===== src/hw/wdt_recovery_pkg.sv =====
/*
  Shared constants for the clock watchdog and recovery logic: timing units,
  gear constants, field widths and reset values.
  Assumes a single 100 MHz core clock.
*/
package wdt_recovery_pkg;
  // core clock
  localparam int CLK_MHZ = 100;
  // watchdog units, as printed
  localparam int UNIT_SHORT_MS = 150;
  localparam int UNIT_LONG_MS = 2500;
  localparam int UNIT_SHORT_CYC = UNIT_SHORT_MS * 1000 * CLK_MHZ;
  localparam int UNIT_LONG_CYC = UNIT_LONG_MS * 1000 * CLK_MHZ;
  // system reset pulse length
  localparam int RESET_PULSE_NS = 200;
  localparam int RESET_PULSE_CYC = (RESET_PULSE_NS * CLK_MHZ + 999) / 1000;
  // strap sampling: edges after reset release before the strap is latched
  localparam logic [1:0] STRAP_SETTLE = 2'h3;
  // gear constants in units of 10 Hz
  localparam logic [23:0] GEAR_G1 = 24'h30d5ee; // 32.00494 MHz
  localparam logic [23:0] GEAR_G2 = 24'h4940e5; // 48.00741 MHz
  localparam logic [23:0] GEAR_G3 = 24'h61abdc; // 64.00988 MHz
  localparam logic [23:0] GEAR_G4 = 24'h9281ca; // 96.01482 MHz
  // frequency codes with a non-default gear
  localparam logic [4:0] CODE_GEAR_G1 = 5'h1c;
  localparam logic [4:0] CODE_GEAR_G2 = 5'h1d;
  // offset added to n and m in the frequency equation
  localparam int NM_OFFSET = 3;
  // field widths
  localparam int TVAL_W = 5;
  localparam int CODE_W = 5;
  localparam int N_W = 8;
  localparam int M_W = 7;
  localparam int FREQ_W = 32;
  // reset values of the control bits
  localparam logic RST_ARM = 1'b0;
  localparam logic RST_FLAG = 1'b0;
  localparam logic [4:0] RST_TVAL = 5'h00;
  localparam logic RST_UNIT_SEL = 1'b0;
  localparam logic RST_TO_EN = 1'b0;
  localparam logic RST_FC_EN = 1'b0;
  localparam logic RST_REC_SRC = 1'b0;
  localparam logic RST_PROG_EN = 1'b0;
  localparam logic RST_OVERRIDE = 1'b0;
endpackage


===== src/hw/clock_watchdog_recovery.sv =====
/*
  Watchdog, recovery frequency and programmed cpu frequency of a clock
  synthesizer. Control bytes arrive as write strobes from the serial-bus
  slave on the same clock; the strap pins come from outside and are
  synchronised. The cpu frequency is reported in units of 10 Hz.
*/
// Behaviour
// - arm written 0 stops watchdog, reloads count, leaves locked recovery mode.
// - armed watchdog starts counting only after an output frequency change.
// - time-out issues system reset if enabled, loads recovery frequency, locks recovery mode.
// - while locked, frequency-changing writes are ignored until arm is cleared.
// - time-out flag reads 1 after time-out; write 1 clears, 0 ignored.
// - 5-bit time-out value in units; short unit 150 ms spans 150 ms-4.8 s.
// - long unit 2.5 s spans 2.5 s to 80 s.
// - counter reaching zero sets the time-out flag.
// - reset pulse on time-out only when reset-on-time-out enable is 1.
// - reset pulse on frequency change only when reset-on-change enable is 1.
// - programmed cpu frequency is gear times (n+3) divided by (m+3).
// - gear constant follows the strap or software frequency code.
// - recovery frequency from latched strap code, or recovery n and m.
`timescale 1ns/100ps
module clock_watchdog_recovery
  import wdt_recovery_pkg::*;
#(
  parameter int UNIT_SHORT_CYCLES = UNIT_SHORT_CYC,
  parameter int UNIT_LONG_CYCLES = UNIT_LONG_CYC
) (
  input wire logic i_core_clk,
  input wire logic i_rst_b,
  input wire logic [CODE_W-1:0] i_strap_frequency_code,
  input wire logic i_ctrl_wr,
  input wire logic i_watchdog_arm,
  input wire logic i_timeout_flag_clear,
  input wire logic [TVAL_W-1:0] i_timeout_value,
  input wire logic i_timeout_unit_select,
  input wire logic i_reset_on_timeout_enable,
  input wire logic i_reset_on_freq_change_enable,
  input wire logic i_recovery_source_select,
  input wire logic [N_W-1:0] i_recovery_n,
  input wire logic [M_W-1:0] i_recovery_m,
  input wire logic i_freq_wr,
  input wire logic i_prog_freq_enable,
  input wire logic i_freq_override,
  input wire logic [CODE_W-1:0] i_sel_code,
  input wire logic [N_W-1:0] i_prog_n,
  input wire logic [M_W-1:0] i_prog_m,
  output logic o_watchdog_arm,
  output logic o_timeout_flag,
  output logic [TVAL_W-1:0] o_timeout_value,
  output logic o_timeout_unit_select,
  output logic o_reset_on_timeout_enable,
  output logic o_reset_on_freq_change_enable,
  output logic o_recovery_source_select,
  output logic o_recovery_locked,
  output logic o_wd_counting,
  output logic [CODE_W-1:0] o_strap_frequency_code,
  output logic [CODE_W-1:0] o_active_code,
  output logic o_active_prog,
  output logic [FREQ_W-1:0] o_cpu_freq_10hz,
  output logic o_cpu_freq_valid,
  output logic o_sys_reset
);
  typedef struct packed {
    logic [CODE_W-1:0] strap_meta;
    logic [CODE_W-1:0] strap_sync;
    logic [1:0] strap_age;
    logic [CODE_W-1:0] strap_code;
    logic arm;
    logic flag;
    logic [TVAL_W-1:0] tval;
    logic unit_sel;
    logic to_en;
    logic fc_en;
    logic rec_src;
    logic [N_W-1:0] rec_n;
    logic [M_W-1:0] rec_m;
    logic act_prog;
    logic [CODE_W-1:0] act_code;
    logic [N_W-1:0] act_n;
    logic [M_W-1:0] act_m;
    logic locked;
    logic counting;
    logic [5:0] wd_cnt;
    logic [27:0] unit_cnt;
    logic [4:0] rst_cnt;
    logic sys_rst;
    logic div_go;
    logic [FREQ_W-1:0] freq;
    logic freq_valid;
  } wd_state_t;

  wd_state_t st_r;
  wd_state_t st_nxt;
  logic [FREQ_W-1:0] div_quo;
  logic div_done;
  logic [27:0] unit_last;
  logic tick;
  logic timeout;
  logic fchg;
  logic [CODE_W-1:0] new_code;
  logic [23:0] gear;
  logic [FREQ_W-1:0] dividend;
  logic [7:0] divisor;

  // gear constant of a frequency code
  function automatic logic [23:0] gear_of(input logic [CODE_W-1:0] code);
    logic [23:0] g;
    unique case (code)
      CODE_GEAR_G1: g = GEAR_G1;
      CODE_GEAR_G2: g = GEAR_G2;
      default: g = GEAR_G3;
    endcase
    return g;
  endfunction

  // long cycle counts kept as parameters so a simulation can shrink them
  assign unit_last = st_r.unit_sel ? 28'(UNIT_LONG_CYCLES - 1)
                                   : 28'(UNIT_SHORT_CYCLES - 1);
  assign tick = st_r.counting && (st_r.unit_cnt == unit_last);

  // divider operands come from the registered active setting
  assign gear = gear_of(st_r.act_code);
  assign dividend = 32'(gear) * 32'({1'b0, st_r.act_n} + 9'(NM_OFFSET));
  assign divisor = {1'b0, st_r.act_m} + 8'(NM_OFFSET);

  always_comb begin
    st_nxt = st_r;
    st_nxt.div_go = 1'b0;
    timeout = 1'b0;
    fchg = 1'b0;
    new_code = st_r.act_code;
    // strap pins: two flops, then latched once after release
    st_nxt.strap_meta = i_strap_frequency_code;
    st_nxt.strap_sync = st_r.strap_meta;
    if (st_r.strap_age != STRAP_SETTLE) begin
      st_nxt.strap_age = st_r.strap_age + 2'h1;
      if (st_r.strap_age == STRAP_SETTLE - 2'h1) begin
        st_nxt.strap_code = st_r.strap_sync;
        st_nxt.act_code = st_r.strap_sync;
        st_nxt.div_go = 1'b1;
      end
    end
    // reset pulse countdown
    if (st_r.rst_cnt != 5'h00) begin
      st_nxt.rst_cnt = st_r.rst_cnt - 5'h01;
    end
    // unit prescaler and watchdog countdown
    if (st_r.counting) begin
      st_nxt.unit_cnt = tick ? 28'h0000000 : st_r.unit_cnt + 28'h0000001;
      if (tick) begin
        st_nxt.wd_cnt = st_r.wd_cnt - 6'h01;
        timeout = (st_r.wd_cnt == 6'h01);
      end
    end
    // control byte write
    if (i_ctrl_wr) begin
      st_nxt.arm = i_watchdog_arm;
      st_nxt.tval = i_timeout_value;
      st_nxt.unit_sel = i_timeout_unit_select;
      st_nxt.to_en = i_reset_on_timeout_enable;
      st_nxt.fc_en = i_reset_on_freq_change_enable;
      st_nxt.rec_src = i_recovery_source_select;
      st_nxt.rec_n = i_recovery_n;
      st_nxt.rec_m = i_recovery_m;
      if (i_timeout_flag_clear) begin
        st_nxt.flag = 1'b0;
      end
      if (!i_watchdog_arm) begin
        st_nxt.counting = 1'b0;
        st_nxt.wd_cnt = {1'b0, i_timeout_value} + 6'h01;
        st_nxt.unit_cnt = 28'h0000000;
        st_nxt.locked = 1'b0;
      end
    end
    // frequency write, dropped while locked
    if (i_freq_wr && !st_r.locked) begin
      new_code = i_freq_override ? i_sel_code : st_r.strap_code;
      fchg = (i_prog_freq_enable != st_r.act_prog) || (new_code != st_r.act_code)
          || (i_prog_freq_enable && ((i_prog_n != st_r.act_n) || (i_prog_m != st_r.act_m)));
      st_nxt.act_prog = i_prog_freq_enable;
      st_nxt.act_code = new_code;
      st_nxt.act_n = i_prog_n;
      st_nxt.act_m = i_prog_m;
    end
    if (fchg) begin
      st_nxt.div_go = 1'b1;
      if (st_r.fc_en) begin
        st_nxt.rst_cnt = 5'(RESET_PULSE_CYC);
      end
      // each change opens a fresh window when armed
      if (st_nxt.arm) begin
        st_nxt.counting = 1'b1;
        st_nxt.wd_cnt = {1'b0, st_nxt.tval} + 6'h01;
        st_nxt.unit_cnt = 28'h0000000;
      end
    end
    // time-out: set wins over a clear in the same cycle
    if (timeout) begin
      st_nxt.flag = 1'b1;
      if (st_nxt.arm) begin
        st_nxt.counting = 1'b0;
        st_nxt.wd_cnt = 6'h00;
        st_nxt.locked = 1'b1;
        st_nxt.div_go = 1'b1;
        if (st_r.to_en) begin
          st_nxt.rst_cnt = 5'(RESET_PULSE_CYC);
        end
        if (st_nxt.rec_src) begin
          st_nxt.act_prog = 1'b1;
          st_nxt.act_n = st_nxt.rec_n;
          st_nxt.act_m = st_nxt.rec_m;
        end else begin
          st_nxt.act_prog = 1'b0;
          st_nxt.act_code = st_r.strap_code;
        end
      end
    end
    st_nxt.sys_rst = (st_nxt.rst_cnt != 5'h00);
    // frequency result
    if (st_r.div_go) begin
      st_nxt.freq_valid = 1'b0;
    end else if (div_done) begin
      st_nxt.freq = div_quo;
      st_nxt.freq_valid = st_r.act_prog;
    end
  end

  always_ff @(posedge i_core_clk or negedge i_rst_b) begin
    if (!i_rst_b) begin
      st_r <= '0;
      st_r.arm <= RST_ARM;
      st_r.flag <= RST_FLAG;
      st_r.tval <= RST_TVAL;
      st_r.unit_sel <= RST_UNIT_SEL;
      st_r.to_en <= RST_TO_EN;
      st_r.fc_en <= RST_FC_EN;
      st_r.rec_src <= RST_REC_SRC;
      st_r.act_prog <= RST_PROG_EN;
      st_r.wd_cnt <= {1'b0, RST_TVAL} + 6'h01;
    end else begin
      st_r <= st_nxt;
    end
  end

  // a restart aborts a stale division, so only the latest setting lands
  freq_divider u_div (
    .i_core_clk(i_core_clk),
    .i_rst_b(i_rst_b),
    .i_start(st_r.div_go),
    .i_dividend(dividend),
    .i_divisor(divisor),
    .o_quotient(div_quo),
    .o_done(div_done)
  );

  // all outputs straight from state flops
  assign o_watchdog_arm = st_r.arm;
  assign o_timeout_flag = st_r.flag;
  assign o_timeout_value = st_r.tval;
  assign o_timeout_unit_select = st_r.unit_sel;
  assign o_reset_on_timeout_enable = st_r.to_en;
  assign o_reset_on_freq_change_enable = st_r.fc_en;
  assign o_recovery_source_select = st_r.rec_src;
  assign o_recovery_locked = st_r.locked;
  assign o_wd_counting = st_r.counting;
  assign o_strap_frequency_code = st_r.strap_code;
  assign o_active_code = st_r.act_code;
  assign o_active_prog = st_r.act_prog;
  assign o_cpu_freq_10hz = st_r.freq;
  assign o_cpu_freq_valid = st_r.freq_valid;
  assign o_sys_reset = st_r.sys_rst;
endmodule


===== src/hw/freq_divider.sv =====
/*
  Serial restoring divider, one quotient bit per cycle, 32 cycles a result.
  Assumes start is a one-cycle pulse on the same clock; a new start aborts
  any division in progress.
*/
`timescale 1ns/100ps
module freq_divider
  import wdt_recovery_pkg::*;
(
  input wire logic i_core_clk,
  input wire logic i_rst_b,
  input wire logic i_start,
  input wire logic [FREQ_W-1:0] i_dividend,
  input wire logic [7:0] i_divisor,
  output logic [FREQ_W-1:0] o_quotient,
  output logic o_done
);
  typedef struct packed {
    logic busy;
    logic [5:0] cnt;
    logic [8:0] rem;
    logic [FREQ_W-1:0] quo;
    logic done;
  } div_state_t;

  div_state_t st_r;
  div_state_t st_nxt;
  logic [8:0] rem_sh;

  // one restoring step per cycle while busy
  always_comb begin
    st_nxt = st_r;
    st_nxt.done = 1'b0;
    rem_sh = {st_r.rem[7:0], st_r.quo[FREQ_W-1]};
    if (i_start) begin
      st_nxt.busy = 1'b1;
      st_nxt.cnt = 6'h00;
      st_nxt.rem = 9'h000;
      st_nxt.quo = i_dividend;
    end else if (st_r.busy) begin
      st_nxt.quo = {st_r.quo[FREQ_W-2:0], 1'b0};
      st_nxt.rem = rem_sh;
      if (rem_sh >= {1'b0, i_divisor}) begin
        st_nxt.rem = rem_sh - {1'b0, i_divisor};
        st_nxt.quo[0] = 1'b1;
      end
      st_nxt.cnt = st_r.cnt + 6'h01;
      if (st_r.cnt == 6'h1f) begin
        st_nxt.busy = 1'b0;
        st_nxt.done = 1'b1;
      end
    end
  end

  always_ff @(posedge i_core_clk or negedge i_rst_b) begin
    if (!i_rst_b) begin
      st_r <= '0;
    end else begin
      st_r <= st_nxt;
    end
  end

  assign o_quotient = st_r.quo;
  assign o_done = st_r.done;
endmodule


===== config.mk =====
export PLATFORM = sky130hd
export DESIGN_NAME = clock_watchdog_recovery
export DESIGN_NICKNAME = d
export VERILOG_FILES = /design/src/hw/wdt_recovery_pkg.sv /design/src/hw/clock_watchdog_recovery.sv /design/src/hw/freq_divider.sv
export SDC_FILE = /design/constraint.sdc
export NUM_CORES = 1
export LEC_CHECK = 0
export BUFFER_PORTS_ARGS = -buffer_cell sky130_fd_sc_hd__buf_2
export CAP_MARGIN = 20
export CELL_PAD_IN_SITES_DETAIL_PLACEMENT = 0
export CELL_PAD_IN_SITES_GLOBAL_PLACEMENT = 1
export CORE_AREA = 2 2 160 318
export DETAILED_ROUTE_END_ITERATION = 10
export DIE_AREA = 0 0 162 320
export MAX_ROUTING_LAYER = met4
export PLACE_DENSITY_LB_ADDON = 0.1
export REMOVE_ABC_BUFFERS = 1
export SETUP_SLACK_MARGIN = 0.02
export SLEW_MARGIN = 15
export SYNTH_ARGS = -nofsm -noshare
export SYNTH_HDL_FRONTEND = slang
export SYNTH_SLANG_ARGS = --single-unit

===== constraint.sdc =====
create_clock -name i_core_clk -period 6.9 [get_ports i_core_clk]
set_clock_uncertainty 0.1 [all_clocks]
set_input_delay 0.69 -clock i_core_clk [delete_from_list [all_inputs] [get_ports i_core_clk]]
set_output_delay 0.69 -clock i_core_clk [all_outputs]
set_load 0.005 [all_outputs]

=== Yosys cells after proc, flatten, opt, wreduce, memory -nomap -nowiden ===
Cells that the tools add are included.

* Flip-flop bits (word level): 188
* Output and inout port bits: 58

* Add/sub/neg operators: 10
* Multipliers: 1
* $lt $le $gt $ge: 1
* Eq/ne operators: 11
* Multiplexer cells: 43
* Bitwise logic cells: 1
* Reduce and logical (&&, ||, !) cells: 16

{| class="wikitable"
|+ Operator list
! cell !! number
|-
| $mux 36 || 2
|-
| $mux 29 || 2
|-
| $mux 28 || 2
|-
| $mux 49 || 1
|-
| $mux 48 || 1
|-
| $pmux 23 s2 || 1
|-
| $mux 5 || 9
|-
| $mux 40 || 1
|-
| $mux 35 || 1
|-
| $mux 34 || 1
|-
| $mul 24x9->32 || 1
|-
| $add 28x1->28 const B || 1
|-
| $eq 28x28->1 || 1
|-
| $mux 26 || 1
|-
| $mux 21 || 1
|-
| $mux 1 || 17
|-
| $mux 15 || 1
|-
| $add 5x1->6 const B || 2
|-
| $eq 5x5->1 const B || 2
|-
| $reduce_bool 5->1 || 2
|-
| $add 8x2->9 const B || 1
|-
| $ge 9x8->1 || 1
|-
| $mux 9 || 1
|-
| $sub 9x8->9 || 1
|-
| 20 further kinds || 29
|}

=== Longest topological paths before layout ===
* Word-level depth: 13
* Gate-level depth with buffers: 28

=== By module ===
A second synthesis with hierarchy kept.

* Cells, all modules: 1,576
* Area, all modules: 15,149.5 µm²

{| class="wikitable"
|+ Modules (own cells, without submodules)
! module !! times used !! cells each !! area an instance (µm²)
|-
| clock_watchdog_recovery || 1 || 1,276 || 12,315.6
|-
| freq_divider || 1 || 300 || 2,834.0
|}

=== Worst setup path before layout ===
Ideal clock, no wire load.

* Path type: register -> register
* From: register st_r[83] (netlist bit)
* To: register u_div.st_r (netlist bit u_div.o_quotient[24])
* Setup time: 99 ps
* Data arrival time: 6,018 ps
* Setup slack: 683 ps
* Stages on the path, launching flop included: 26
* Period minus slack after synthesis: 6,217 ps
* Cells stage by stage: dfrtp_1 -> clkbuf_1 -> inv_1 -> ha_1 -> nor2_1 -> and3_1 -> and3_1 -> clkbuf_1 -> inv_1 -> nor2_1 -> inv_1 -> fa_1 -> inv_1 -> fa_1 -> fa_1 -> inv_1 -> fa_1 -> inv_1 -> ha_1 -> o211ai_1 -> a21oi_1 -> o31ai_1 -> a21oi_1 -> a311oi_1 -> nor3_1 -> a311oi_1

* Longest elaborated chain between the ends: 3

{| class="wikitable"
|+ RTL lines
! what !! line !! text
|-
| start, declared || clock_watchdog_recovery.sv:92 || <nowiki>wd_state_t st_r;</nowiki>
|-
| start signal, assigned || clock_watchdog_recovery.sv:241 || <nowiki>st_r <= st_nxt;</nowiki>
|-
| $add 8x2->9 || clock_watchdog_recovery.sv:123 || <nowiki>assign dividend = 32'(gear) * 32'({1'b0, st_r.act_n} + 9'(NM_OFFSET));</nowiki>
|-
| $mul 24x9->32 || clock_watchdog_recovery.sv:123 ||
|-
| $mux 48 || freq_divider.sv:35 || <nowiki>if (i_start) begin</nowiki>
|-
| end signal, assigned || freq_divider.sv:59 || <nowiki>st_r <= st_nxt;</nowiki>
|-
| end, declared || freq_divider.sv:26 || <nowiki>div_state_t st_r;</nowiki>
|}

Every way passes these cells.
A chain may end at the register's enable or synchronous reset.

=== Worst setup path after layout ===
* From: register st_r[84] (netlist bit)
* To: register u_div.st_r (netlist bit u_div.o_quotient[26])

Same word-level chain as after synthesis.

==> run metrics <==
status=completed; slack of the worst reg-to-reg path=0.44 ns; Overflow after GRT=0; vias in the first global route=11,900; DRT Pass-1 Iters=4; chip width=162 µm; Buffers on Ports=114; Slew Limit Headroom=0.395; Synth top area share=0.309; DR WL/cell=20.3 µm; PostCTS Resize Cnt=1; clk buf depth=2; Yosys warnings=0; H-tree levels=4; Tmin final=6.46 ns; final hold vios=0; RSZ-0062 raised after global routing=false; worst-path maximum fanout=6; worst setup path endpoint=u_div.o_quotient[26]; worst path required time=7.20 ns; first-pass GRT wire length=72,100 µm; Power Density=458 nW/µm²; cell row count=115; core footprint=49,200 µm²; FF-to-FF Start=st_r[84]; post-DP HPWL=38,500 µm; Setup crit start kind=flop; Vias=11,000; P_leak=8.42 nW; DR vias/cell=4.73; Slew @ Worst Pin=0.901 ns; # clock sinks=188; Max Slew Vio Count=0; CTS tree=done; WS Path Type=reg -> reg; cells after synthesis=1,585; routability cong.=0.928; DRC viols=0; worst vdd ir=0.313 mV; antenna-violating nets left=0; initial antenna violation count=6; Max Fclk=155 MHz; R2R cell count=28; post-layout power=7.76 mW; CP arrival=6.76 ns; syn_area_per_cell=9.57 µm²; die area=51,800 µm²; worst flop-to-flop path endpoint=u_div.o_quotient[26]; maximum number of pins on one net before global-route repair=73; clk slew on worst S/H paths=0.08 ns; Synth area leader=dfrtp_1; Cell variety after synth=72; number of CTS-inserted buffers=17; top_reg_cell synth=dfrtp_1; Sequential cell area=4710 µm²; final setup fails=0; Root Driver=clkbuf_16; Area Overhead vs Synth=11.8%; CP Capture Type=flop; Post-synth EDFFs=0; final WL=47,000 µm; Fill cells=5,191; Initial Utilization=0.308; NumNets Final=1,915; CP max-delay cell=fa_1; I/O pins=115; Hold WC Path Type=in -> async; Global Route Usage Sum=0.193; Synth area leaders=dfrtp_1 31%, fa_1 15%, ha_1 7.6%; Fin Hold WS=0.0512 ns; Worst Setup SP=st_r[84]; layout cells sized above 1=0.177; max-cap viol count=0; period utilization=0.936; asr flop ratio synth=1.00; Die Ht=320 µm; multi-input logic area=9010 µm²; postcts setup bufs=0; flops & latches, synth=188; max incr delay on CP=0.52 ns; initial detailed-routing violation count=418; Clock Latency Late Sink=0.48 ns; synthesized cell area=15,200 µm²; Post-CTS Hold Fix Bufs=0; sequential-to-total area share from yosys stat=0.310
## registers in the layout (all words and copies together), names as in the netlist, 5 cells and up
signal,flops
o_active_code,5
st_r,77
o_cpu_freq_10hz,32
st_nxt,5
u_div.st_r,7
o_strap_frequency_code,5
u_div.o_quotient,32
u_div.rem_sh,8
o_timeout_value,5
## synth_stat cells, types with 21 or more instances
cell type,instances
a211oi_1,23
a21oi_1,56
and3_1,21
buf_4,48
clkbuf_1,49
dfrtp_1,187
fa_1,110
ha_1,92
inv_1,228
mux2_2,78
mux2i_1,37
nand2_1,125
nand3_1,31
nor2_1,124
nor3_1,22
o21ai_0,46
xnor2_1,38
xor2_1,62
## cells in the final DEF (no fill, tap or decap), drive strengths merged, types with 9 or more instances in the layout
master  netlist  layout
inv         228     233
dfrtp       187     187
buf          62     163
nand2       125     125
nor2        125     125
fa          110     110
ha           92      92
mux2         79      79
xor2         62      62
a21oi        56      56
o21ai        48      48
xnor2        38      38
mux2i        37      37
nand3        32      32
a211oi       23      23
nor3         22      22
and3         21      21
clkbuf       49      18
a21o         17      17
nor2b        15      15
nand4        14      14
or3          13      13
nand2b       12      12
nor4         11      11
o22ai         9       9
## report_power, final
part	internal (mW)	switching, mW
combinational	2.20	3.08
clock	0.492	0.546
sequential	1.29	0.157
total	3.98	3.78
## worst min path at each step
stage,from,endpoint,slack [ns],depth (start not counted)
2_1_floorplan,st_nxt[130],st_r[130],0.23,0
3_3_place_gp,st_nxt[130],st_r[130],0.23,0
3_5_place_dp,st_nxt[133],st_r[133],0.24,0
4_1_cts,i_rst_b,o_cpu_freq_10hz[29],0.08,1
5_1_grt,i_rst_b,o_cpu_freq_10hz[29],0.09,1
6_report,i_rst_b,o_cpu_freq_10hz[29],0.05,1
## layer usage
layer / vias to the layer above / routed length (µm) / GRT usage
met2: 180 / 27000 / 0.370
li1: 5345 / - / -
met5: - / 0 / -
met1: 5378 / 16100 / 0.182
met3: 70 / 1330 / 0.0300
met4: 0 / 2470 / 0.100
## kinds of logic (layout without fill, tap and decap cells)
| kind of cell | Yosys count | in the layout | synth area share |
|---|---|---|---|
| flip-flops | 188 | 188 | 0.310 |
| AND/OR/NAND/NOR | 424 | 424 | 0.137 |
| adder cells (fa/ha/maj) | 202 | 202 | 0.221 |
| other | 0 | 6 | 0 |
| multiplexers | 116 | 116 | 0.0833 |
| XOR/XNOR | 100 | 100 | 0.0577 |
| buffers and inverters | 340 | 424 | 0.0975 |
| AO/OA/AOI/OAI | 215 | 215 | 0.0934 |
## worst max-delay path, delay by kind of cell (launching register included)
| kind | cells | cell delay (ns) |
|---|---|---|
| AOI/OAI and AO/OA | 5 | 1.00 |
| xor gates and xnor gates | 1 | 0.21 |
| adders and majority gates | 6 | 2.25 |
| buffers and inverters | 7 | 0.86 |
| DFF | 1 | 0.43 |
| and+or+nand+nor | 9 | 1.55 |
## final cells by class
class	count	share of cell area
Antenna cell	6	0.000886
Timing Repair Buffer	163	0.0571
Tap cell	643	0.0475
Sequential cell	188	0.278
Clock buffer	18	0.0259
Multi-Input combinational cell	1057	0.531
Clock inverter	14	0.00871
Inverter	229	0.0507
## stage by stage
step,TNS (ns),util,instance area (µm²),setup WS [ns],std cells
2_1_floorplan,0,-,14500,0.904,1474
3_3_place_gp,-0.650,0.332,16300,-0.293,2279
3_5_place_dp,0,0.332,16300,0.000199,2280
4_1_cts,0,0.344,16900,0.273,2312
5_1_grt,0,0.344,17000,0.133,2318
6_report,0,0.344,17000,0.440,2318
Note: power is estimated with default switching activity, not from simulation.
